<file path="config.mk">
export PLATFORM = sky130hd
export DESIGN_NAME = tlsw_core
export DESIGN_NICKNAME = d
export VERILOG_FILES = /design/src/design/tlsw_pkg.sv /design/src/design/tlsw_core.sv
export SDC_FILE = /design/constraint.sdc
export NUM_CORES = 1
export LEC_CHECK = 0
export BUFFER_PORTS_ARGS = -buffer_cell sky130_fd_sc_hd__clkbuf_2
export CAP_MARGIN = 30
export CORE_MARGIN = 1
export CORE_UTILIZATION = 30
export DETAILED_ROUTE_END_ITERATION = 10
export PLACE_DENSITY_LB_ADDON = 0.1
export SYNTH_ARGS = -nofsm -noshare
export SYNTH_HDL_FRONTEND = slang
export SYNTH_SLANG_ARGS = --single-unit
</file>
<file path="constraint.sdc">
create_clock -name i_ref_clk -period 1.95 [get_ports i_ref_clk]
set_input_delay 0.195 -clock i_ref_clk [delete_from_list [all_inputs] [get_ports i_ref_clk]]
set_output_delay 0.195 -clock i_ref_clk [all_outputs]
set_load 0.05 [all_outputs]
</file>
<file path="src/design/tlsw_pkg.sv">
// Purpose: Shared constants and types for transmit list status writeback
// Assumes: 16-bit list command/status words, APB register access
// Notes:   Bit positions of request and completion words, register map
package tlsw_pkg;

  localparam int unsigned BIT_VALID    = 0;
  localparam int unsigned BIT_COMPLETE = 1;
  localparam int unsigned BIT_SOF      = 2;
  localparam int unsigned BIT_EOF      = 3;
  localparam int unsigned BIT_FINT     = 4;
  localparam int unsigned BIT_TXERR    = 5;
  localparam int unsigned RSV_LO       = 6;
  localparam int unsigned RSV_HI       = 7;
  localparam int unsigned FS_LO        = 8;
  localparam int unsigned FS_HI        = 15;
  localparam logic [7:0]  FS_KEEP_MASK = 8'h3F;

  localparam logic [7:0] OFF_CTRL   = 8'h00;
  localparam logic [7:0] OFF_STATUS = 8'h04;
  localparam logic [7:0] OFF_IRQ    = 8'h08;
  localparam logic [7:0] OFF_MASK   = 8'h0C;
  localparam logic [7:0] OFF_LAST   = 8'h10;
  localparam logic [7:0] OFF_COUNT  = 8'h14;

  localparam int unsigned IRQ_FRAME  = 0;
  localparam int unsigned IRQ_CHAIN  = 1;
  localparam int unsigned IRQ_TXERR  = 2;
  localparam int unsigned IRQ_W      = 3;

  localparam logic [15:0] RST_WORD  = 16'h0000;
  localparam logic [15:0] RST_COUNT = 16'h0000;

  typedef enum logic [2:0] {
    ST_IDLE, ST_WAIT_VALID, ST_SEND, ST_WAIT_STRIP, ST_WRITE
  } tlsw_state_t;

  typedef struct packed {
    logic        psel;
    logic        penable;
    logic        pwrite;
    logic [7:0]  paddr;
    logic [31:0] pwdata;
  } tlsw_apb_req_t;

  typedef struct packed {
    logic [31:0] prdata;
    logic        pready;
    logic        pslverr;
  } tlsw_apb_rsp_t;

  // Fetched list: command/status word plus chain position
  typedef struct packed {
    logic        valid;
    logic [15:0] word;
    logic        last_in_chain;
  } tlsw_list_t;

  typedef struct packed {
    logic        valid;
    logic [15:0] word;
  } tlsw_wb_t;

endpackage : tlsw_pkg

</file>
<file path="src/design/tlsw_core.sv">
// Purpose: Interprets each fetched list command/status word and writes
//          back the completion code word once a frame has been stripped
// Assumes: List fetch, frame send and ring strip are done by neighbours;
//          this block sees one fetched word at a time with valid/ready
// Notes:   One writeback per frame, only to the frame's first list
`timescale 1ns/1ps

module tlsw_core
  import tlsw_pkg::*;
(
  input  wire logic          i_ref_clk,
  input  wire logic          i_sys_rst,
  input  wire tlsw_apb_req_t i_apb,
  output tlsw_apb_rsp_t      o_apb,
  input  wire tlsw_list_t    i_list,
  output logic               o_list_ready,
  output logic               o_list_refetch,
  output logic               o_send_start,
  output logic               o_send_last,
  input  wire logic          i_strip_done,
  input  wire logic [7:0]    i_returned_status_byte_copy,
  input  wire logic          i_strip_err,
  output tlsw_wb_t           o_wb,
  input  wire logic          i_wb_ready,
  output logic               o_irq
);

  // All state of the block lives in one register; r_d is its next value
  typedef struct packed {
    tlsw_state_t           st;          // Position in the frame walk
    logic                  enable;      // Software run bit
    logic [15:0]           req_word;    // Request word of the first list
    logic                  chain_end;   // Last taken list closes the chain
    logic [15:0]           last_wb;     // Last completion word written
    logic [15:0]           count;       // Frames completed, wraps
    logic [IRQ_W-1:0]      irq_stat;    // Sticky event bits
    logic [IRQ_W-1:0]      irq_mask;    // Event enables
    tlsw_wb_t              wb;          // Pending completion write
    logic                  send_start;  // Pulse: frame start accepted
    logic                  send_last;   // Pulse: frame end list taken
    logic                  refetch;     // Pulse: first list not yet valid
  } tlsw_regs_t;

  tlsw_regs_t       r_q;
  tlsw_regs_t       r_d;

  logic             apb_acc;     // Access phase of any transfer
  logic             apb_wr;      // Access phase of a write
  logic             apb_rd;      // Access phase of a read
  logic             irq_rd;      // Read of the event register
  logic             list_take;   // A fetched list is consumed
  logic             list_stale;  // First list fetched with valid low
  logic [7:0]       fs_copy;     // Returned status byte, top bits cut
  logic [15:0]      cmp;         // Completion code word
  logic [IRQ_W-1:0] ev;          // Events raised in this cycle
  logic [31:0]      rdata;       // Read mux output
  logic             hit;         // Address maps to a register

  // Zero-wait slave: every access phase is answered in the same cycle,
  // so no wait counter is needed and back-to-back transfers are fine
  assign apb_acc = i_apb.psel & i_apb.penable;
  assign apb_wr  = apb_acc & i_apb.pwrite;
  assign apb_rd  = apb_acc & ~i_apb.pwrite;
  assign irq_rd  = apb_rd & (i_apb.paddr == OFF_IRQ);

  // Lists are looked at only while a frame may be started or continued
  assign o_list_ready = (r_q.st == ST_WAIT_VALID) || (r_q.st == ST_SEND);

  // first list needs valid
  // Continuation lists are never stalled on their valid bit: only the
  // anticipated start of a frame carries a meaningful one
  assign list_stale = (r_q.st == ST_WAIT_VALID) & i_list.valid
                    & ~i_list.word[BIT_VALID];
  assign list_take  = o_list_ready & i_list.valid
                    & (i_list.word[BIT_VALID] | (r_q.st == ST_SEND));

  // status byte copy
  // One slot per status bit; the keep mask ties the top two low
  for (genvar gi = 0; gi < 8; gi++) begin : g_fs
    assign fs_copy[gi] = i_returned_status_byte_copy[gi] & FS_KEEP_MASK[gi];
  end

  // Completion word built from the held request plus the strip result
  always_comb begin
    cmp = 16'h0000;
    cmp[BIT_VALID]     = 1'b0;
    cmp[BIT_COMPLETE]  = 1'b1;
    cmp[BIT_SOF]       = 1'b1;
    cmp[BIT_EOF]       = r_q.req_word[BIT_EOF];
    cmp[BIT_FINT]      = r_q.req_word[BIT_FINT];
    cmp[RSV_HI:RSV_LO] = r_q.req_word[RSV_HI:RSV_LO];
    cmp[BIT_TXERR]     = i_strip_err;
    // The byte stands even on error; the host decides whether to use it
    cmp[FS_HI:FS_LO]   = fs_copy;
  end

  // Read mux; unmapped offsets answer zero with an error response
  always_comb begin
    hit = 1'b1;
    unique case (i_apb.paddr)
      OFF_CTRL:   rdata = {31'h0, r_q.enable};
      OFF_STATUS: rdata = {29'h0, r_q.st};
      // Event bits: frame done, chain end, transmit error
      OFF_IRQ:    rdata = {29'h0, r_q.irq_stat};
      OFF_MASK:   rdata = {29'h0, r_q.irq_mask};
      OFF_LAST:   rdata = {16'h0, r_q.last_wb};
      // Counter wraps at 16 bits; software should work with differences
      OFF_COUNT:  rdata = {16'h0, r_q.count};
      default: begin
        rdata = 32'h0000_0000;
        hit   = 1'b0;
      end
    endcase
  end

  always_comb begin
    r_d            = r_q;
    ev             = '0;
    // Pulses last one cycle unless raised again below
    r_d.send_start = 1'b0;
    r_d.send_last  = 1'b0;
    r_d.refetch    = 1'b0;

    unique case (r_q.st)
      ST_IDLE: begin
        // Leaves idle only once software sets the run bit
        if (r_q.enable) begin
          r_d.st = ST_WAIT_VALID;
        end
      end

      ST_WAIT_VALID: begin
        if (list_stale) begin
          // Ask the fetch side to read the same list again
          r_d.refetch = 1'b1;
        end else if (list_take) begin
          r_d.req_word   = i_list.word;
          r_d.chain_end  = i_list.last_in_chain;
          r_d.send_start = 1'b1;
          r_d.send_last  = i_list.word[BIT_EOF];
          if (i_list.word[BIT_EOF]) begin
            r_d.st = ST_WAIT_STRIP;
          end else begin
            r_d.st = ST_SEND;
          end
        end
      end

      ST_SEND: begin
        // continuation words are read only
        // Their request bits are not kept: only the first list is written
        if (list_take) begin
          r_d.chain_end = i_list.last_in_chain;
          if (i_list.word[BIT_EOF]) begin
            r_d.send_last = 1'b1;
            r_d.st        = ST_WAIT_STRIP;
          end
        end
      end

      ST_WAIT_STRIP: begin
        // wait for strip result
        // Composing the word only here keeps a half-known status byte
        // from ever reaching host memory
        if (i_strip_done) begin
          r_d.wb.valid  = 1'b1;
          r_d.wb.word   = cmp;
          r_d.st        = ST_WRITE;
          ev[IRQ_TXERR] = i_strip_err;
        end
      end

      ST_WRITE: begin
        // Word and valid stand unchanged until host memory takes them
        if (i_wb_ready) begin
          r_d.wb.valid  = 1'b0;
          r_d.last_wb   = r_q.wb.word;
          r_d.count     = r_q.count + 16'h0001;
          ev[IRQ_FRAME] = r_q.wb.word[BIT_FINT] & r_q.req_word[BIT_SOF];
          ev[IRQ_CHAIN] = r_q.chain_end;
          // A cleared run bit stops the walk between frames only
          if (r_q.chain_end | ~r_q.enable) begin
            r_d.st = ST_IDLE;
          end else begin
            r_d.st = ST_WAIT_VALID;
          end
        end
      end

      default: begin
        r_d.st = ST_IDLE;
      end
    endcase

    // Set wins over the clear-on-read, so an event in the read cycle
    // is reported by the next read rather than lost
    if (irq_rd) begin
      r_d.irq_stat = ev;
    end else begin
      r_d.irq_stat = r_q.irq_stat | ev;
    end

    // Register writes land at the access edge only
    if (apb_wr && (i_apb.paddr == OFF_CTRL)) begin
      r_d.enable = i_apb.pwdata[0];
    end
    if (apb_wr && (i_apb.paddr == OFF_MASK)) begin
      r_d.irq_mask = i_apb.pwdata[IRQ_W-1:0];
    end
  end

  always_ff @(posedge i_ref_clk) begin
    if (i_sys_rst) begin
      r_q          <= '0;
      r_q.st       <= ST_IDLE;
      r_q.req_word <= RST_WORD;
      r_q.last_wb  <= RST_WORD;
      r_q.count    <= RST_COUNT;
    end else begin
      r_q <= r_d;
    end
  end

  // Handshake answers are combinational; the rest comes from flip-flops
  always_comb begin
    o_apb.pready  = apb_acc;
    o_apb.pslverr = apb_acc & ~hit;
    if (apb_rd) begin
      o_apb.prdata = rdata;
    end else begin
      o_apb.prdata = 32'h0000_0000;
    end
  end

  assign o_list_refetch = r_q.refetch;
  assign o_send_start   = r_q.send_start;
  assign o_send_last    = r_q.send_last;
  assign o_wb           = r_q.wb;
  // Level interrupt: any unmasked sticky event
  assign o_irq          = |(r_q.irq_stat & r_q.irq_mask);

endmodule : tlsw_core

</file>
# == Word level (Yosys, flattened, before mapping) ==
# Cells that the tools add are included.
# W data, S select, Z words.
# totals
input_bits,74
output_inout_bits,56
register_bits,65
# classes
n_mux,31
n_bitwise,20
eq_ne,16
n_reduce_logical,17
n_addsub,1
# op_table
cell,count
$pmux W16 S6,1
$mux W32,1
$mux W3,8
$mux W17,1
$add A16 B1 Y16 const B,1
$eq A8 B4 Y1 const B,2
$eq A8 B5 Y1 const B,2
$pmux W3 S5,1
$ne A2 B2 Y1 const B,7
$mux W1,13
$and A1 B1 Y1,10
$eq A8 B3 Y1 const B,1
$logic_not A8 Y1,1
$reduce_and A7 Y1,1
$eq A3 B2 Y1 const B,2
$mux W2,3
$not A1 Y1,6
$pmux W1 S2,3
$reduce_and A3 Y1,2
$reduce_or A3 Y1,2
$reduce_or A6 Y1,1
$reduce_and A2 Y1,2
$reduce_and A4 Y1,1
$reduce_bool A2 Y1,2
9 further kinds,11

# == Longest topological paths before layout ==
# logic_depth
ltp_word,7
mapped_depth,6

# == Worst setup path before layout ==
# No wires, ideal clock.
# synth_timing
path_kind,in2out
start,input port i_apb[32] (netlist bit)
end,output port o_apb[8] (netlist bit)
path_buffers,2
stages,6
required_time_ns,1.755
slack_ns,-0.327
arrival_time_ns,2.082
cell_sequence,or4_4 buf_6 nor4_4 buf_2 a22oi_1 nor2_1
# synth_rtl
element,line_no,rtl
from (decl),tlsw_core.sv:13,"input wire tlsw_apb_req_t i_apb,"
to (decl),tlsw_core.sv:14,"output tlsw_apb_rsp_t o_apb,"

==> metrics.md <==
| Metric | Value |
|---|---|
| Layout Cells excl Fill | 574 |
| Sequential area share after synthesis | 38.9% |
| Die area | 10700 sq um |
| Top delay family on crit path | simple AND/OR/NAND/NOR gates |
| # placed instances | 558 |
| Setup WS post-layout | 0.0463 ns |
| Vias | 2657 |
| Largest net degree at the start of global routing | 25 |
| Area delta synth->final | 32.1% |
| Synth unique cells | 47 |
| Maxcap violations | 0 |
| Slew Limit Fails | 0 |
| Die Y | 103 microns |
| Root Buffer | clkbuf_8 |
| Final instance area | 4080 sq um |
| Final min period | 1.90 ns |
| Drt first pass iters | 4 |
| Fillers | 994 |
| Core area | 9860 sq um |
| Yosys Warn Count | 0 |
| Clock Path Buffers | 2 |
| Vias per cell | 4.63 |
| Slew HR | 62.5% |
| Ys async rst share | 0% |
| Dominant cells by area after synthesis | dfxtp_1 39%, buf_4 8.3%, nand2_1 6.7%, a21oi_1 6.5%, nor2_1 5.2% |
| PortBufs | 69 |
| First-pass GRT wire length | 12200 microns |
| Clock power share | 46.9% |
| Setup CP Type | primary input to primary output |
| VDD IR-drop max | 0.000368 V |
| Final hold viol count | 0 |
| Flops & latches, synth | 60 |
| P_int | 2.00 mW |
| DP HPWL | 5530 microns |
| Worst-Skew Late Latency | 0.34 ns |
| RePlAce Congestion | 0.742 |
| H-Tree Depth | 3 |
| Switching part of the total | 25.5% |
| Min-delay worst type | primary input to flop |
| CP Cell Sequence | clkbuf_2 -> or4_4 -> nor4_4 -> buf_12 -> a22oi_1 -> nor2_4 -> buf_12 |
| Mapped Cells | 378 |
| Effective utilization at floorplan | 31.3% |
| DRT iter0 DRCs | 136 |
| Diodes inserted | 0 |
| Total Power | 2.68 mW |
| Top-count cell post-synth | dfxtp_1 |
| Num rows | 36 |
| Initial antenna violation count | 0 |
| P_leak | 1.56 nW |
| Post-synthesis xor/xnor area fraction | 2.83% |
| Worst slack, placed | 0.0176 ns |
| Finished Core Util | 41.4% |
| Largest family of logic cells by synthesized area | simple AND/OR/NAND/NOR gates |
| CP endpoint kind | primary output |
| Buf/Inv on CP | 3 |
| Io pins | 130 |
| Outcome | finished clean |
| Adder-cell share of the synthesized area | 0.405% |
| Final setup fails | 0 |
| Synth top area share | 38.9% |
| CTS hold repair buffers | 0 |
| Top_reg_cell synth | dfxtp_1 |
| Post-DP Area | 3820 sq um |
| Mean routed wirelength per cell | 13.2 microns |
| Detailed-route wire length | 7590 microns |
| Crit-path slowest cell | or4_4 |
| RSZ-0062 raised after global routing | true |
| Chip width | 103 microns |
| CTS tree | yes |
| Top cells by count, synth | 60 x dfxtp_1, 55 x nand2_1, 43 x nor2_1 |
| Number of flops mapped to enable cells by yosys | 0 |
| Worst slew pin tran | 0.560 ns |
| Final hold slack | 0.0603 ns |
| Cell Pwr Density | 656 nW/um^2 |
| Post-synth top area cell | dfxtp_1 |
| Fraction of the mapped netlist area in compound gates | 13.4% |
| Mapped Area | 3090 sq um |
| Post-synthesis simple-gate area fraction | 26.0% |
| Share of layout cells above drive strength 1 | 30.4% |
| Syn_area_per_cell | 8.18 sq um |
| CTS clk-pin slew, worst paths | 0.07 ns |
| Worst path max stage delay | 0.58 ns |
| Mux share of post-synthesis cell area | 6.03% |
| Number of buffers created by CTS | 9 |
| Crit share post-route | 97.6% |
| Clock Skew | 0.00737 ns |
| Vias in the first global route | 2440 |
| Worst-path maximum fanout | 13 |
| P_sw | 0.682 mW |
| Post-DRT Antenna Nets | 0 |
| Fmax | 525 MHz |
| Combinational Power Share | 7.4% |
| Gr usage total | 15.2% |
| Most Frequent Cell on Critical Path | buf_12 |
| # DRC | 0 |
| CP startpoint kind | primary input |
| Nets | 511 |
| Arrival time of the worst setup path | 1.71 ns |
| Remaining global-route overflow | 0 |
| Setup tns final | 0 ns |
| # clock sinks | 60 |
| CP required | 1.75 ns |
| Sequential power share | 45.8% |
-- area by class of cell --
type	instances	area, sq um	share of cell area, %
Tap cell	133	166	4.08
Clock inverter	7	100	2.45
Sequential cell	60	1200	29.4
Multi-Input combinational cell	272	1700	41.7
Clock buffer	9	124	3.03
Inverter	6	22.5	0.552
Timing Repair Buffer	87	766	18.8
-- layout by cell type (no fill, tap or decap), types with 4 or more instances in the layout --
master and n:
buf_12 19, clkbuf_2 53, nor2_1 29, inv_1 5
nor2_4 10, or4_1 4, nand2b_1 8, clkbuf_8 9
o31ai_1 4, nand2_1 55, a22oi_1 10, buf_4 13
mux2i_1 13, xor2_1 8, a21oi_1 40, nor2_2 4
dfxtp_1 60, nand3b_1 4, conb_1 19, nand4_1 8
and3_1 5, nand3_1 9
-- worst register-to-register path, stage by stage, from the launching register on --
cell      delay (ns)
dfxtp_1         0.34
nor4bb_4        0.39
buf_4           0.35
nand2_1         0.15
or3_1           0.32
a21oi_1         0.13
-- final timing paths --
path         slack (ns)              to  startpoint  cells after the start
max                0.05        o_apb[9]   i_apb[32]                      7
min                0.06  o_list_refetch   i_list[1]                      2
max reg2reg        0.21         r_q[34]     r_q[76]                      5
min reg2reg        0.46         r_q[50]     r_q[50]                      2
-- cell families after synthesis --
| kind of cell | Yosys count |
|---|---|
| other cells | 1 |
| fa+ha+maj | 1 |
| compound gates | 68 |
| simple gates | 157 |
| buf+inv | 64 |
| flops | 60 |
| xor+xnor | 10 |
| mux | 17 |
-- state kept, by name (all words and copies together) (netlist names) --
| register | cells |
|---|---|
| r_q | 40 |
| cmp | 4 |
| o_send_start | 1 |
| o_send_last | 1 |
| o_wb | 13 |
| o_list_refetch | 1 |
-- layer usage --
| metal | GRT usage, % | vias up | wire length, microns |
|---|---|---|---|
| met5 | 0 | - | 0 |
| met4 | 6.83 | 0 | 128 |
| met3 | 2.82 | 10 | 282 |
| met2 | 22.9 | 71 | 3410 |
| met1 | 20.9 | 1206 | 3770 |
| li1 | - | 1370 | - |
-- repair_timing --
item,in CTS,in global routing
setup endpoints to repair,0,8
buffers inserted,0,0
gates resized for setup,0,9
-- power by group through the flow --
stage                     Clock [mW]  Combinational (mW)  Sequential [mW]
final                           1.26               0.197             1.22
after floorplan                    0               0.168             1.25
after global routing            1.35               0.214             1.22
after CTS                       1.30               0.197             1.22
after detailed placement           0               0.196             1.25
after global placement             0               0.195             1.25
(Power assumes the default switching activity.)
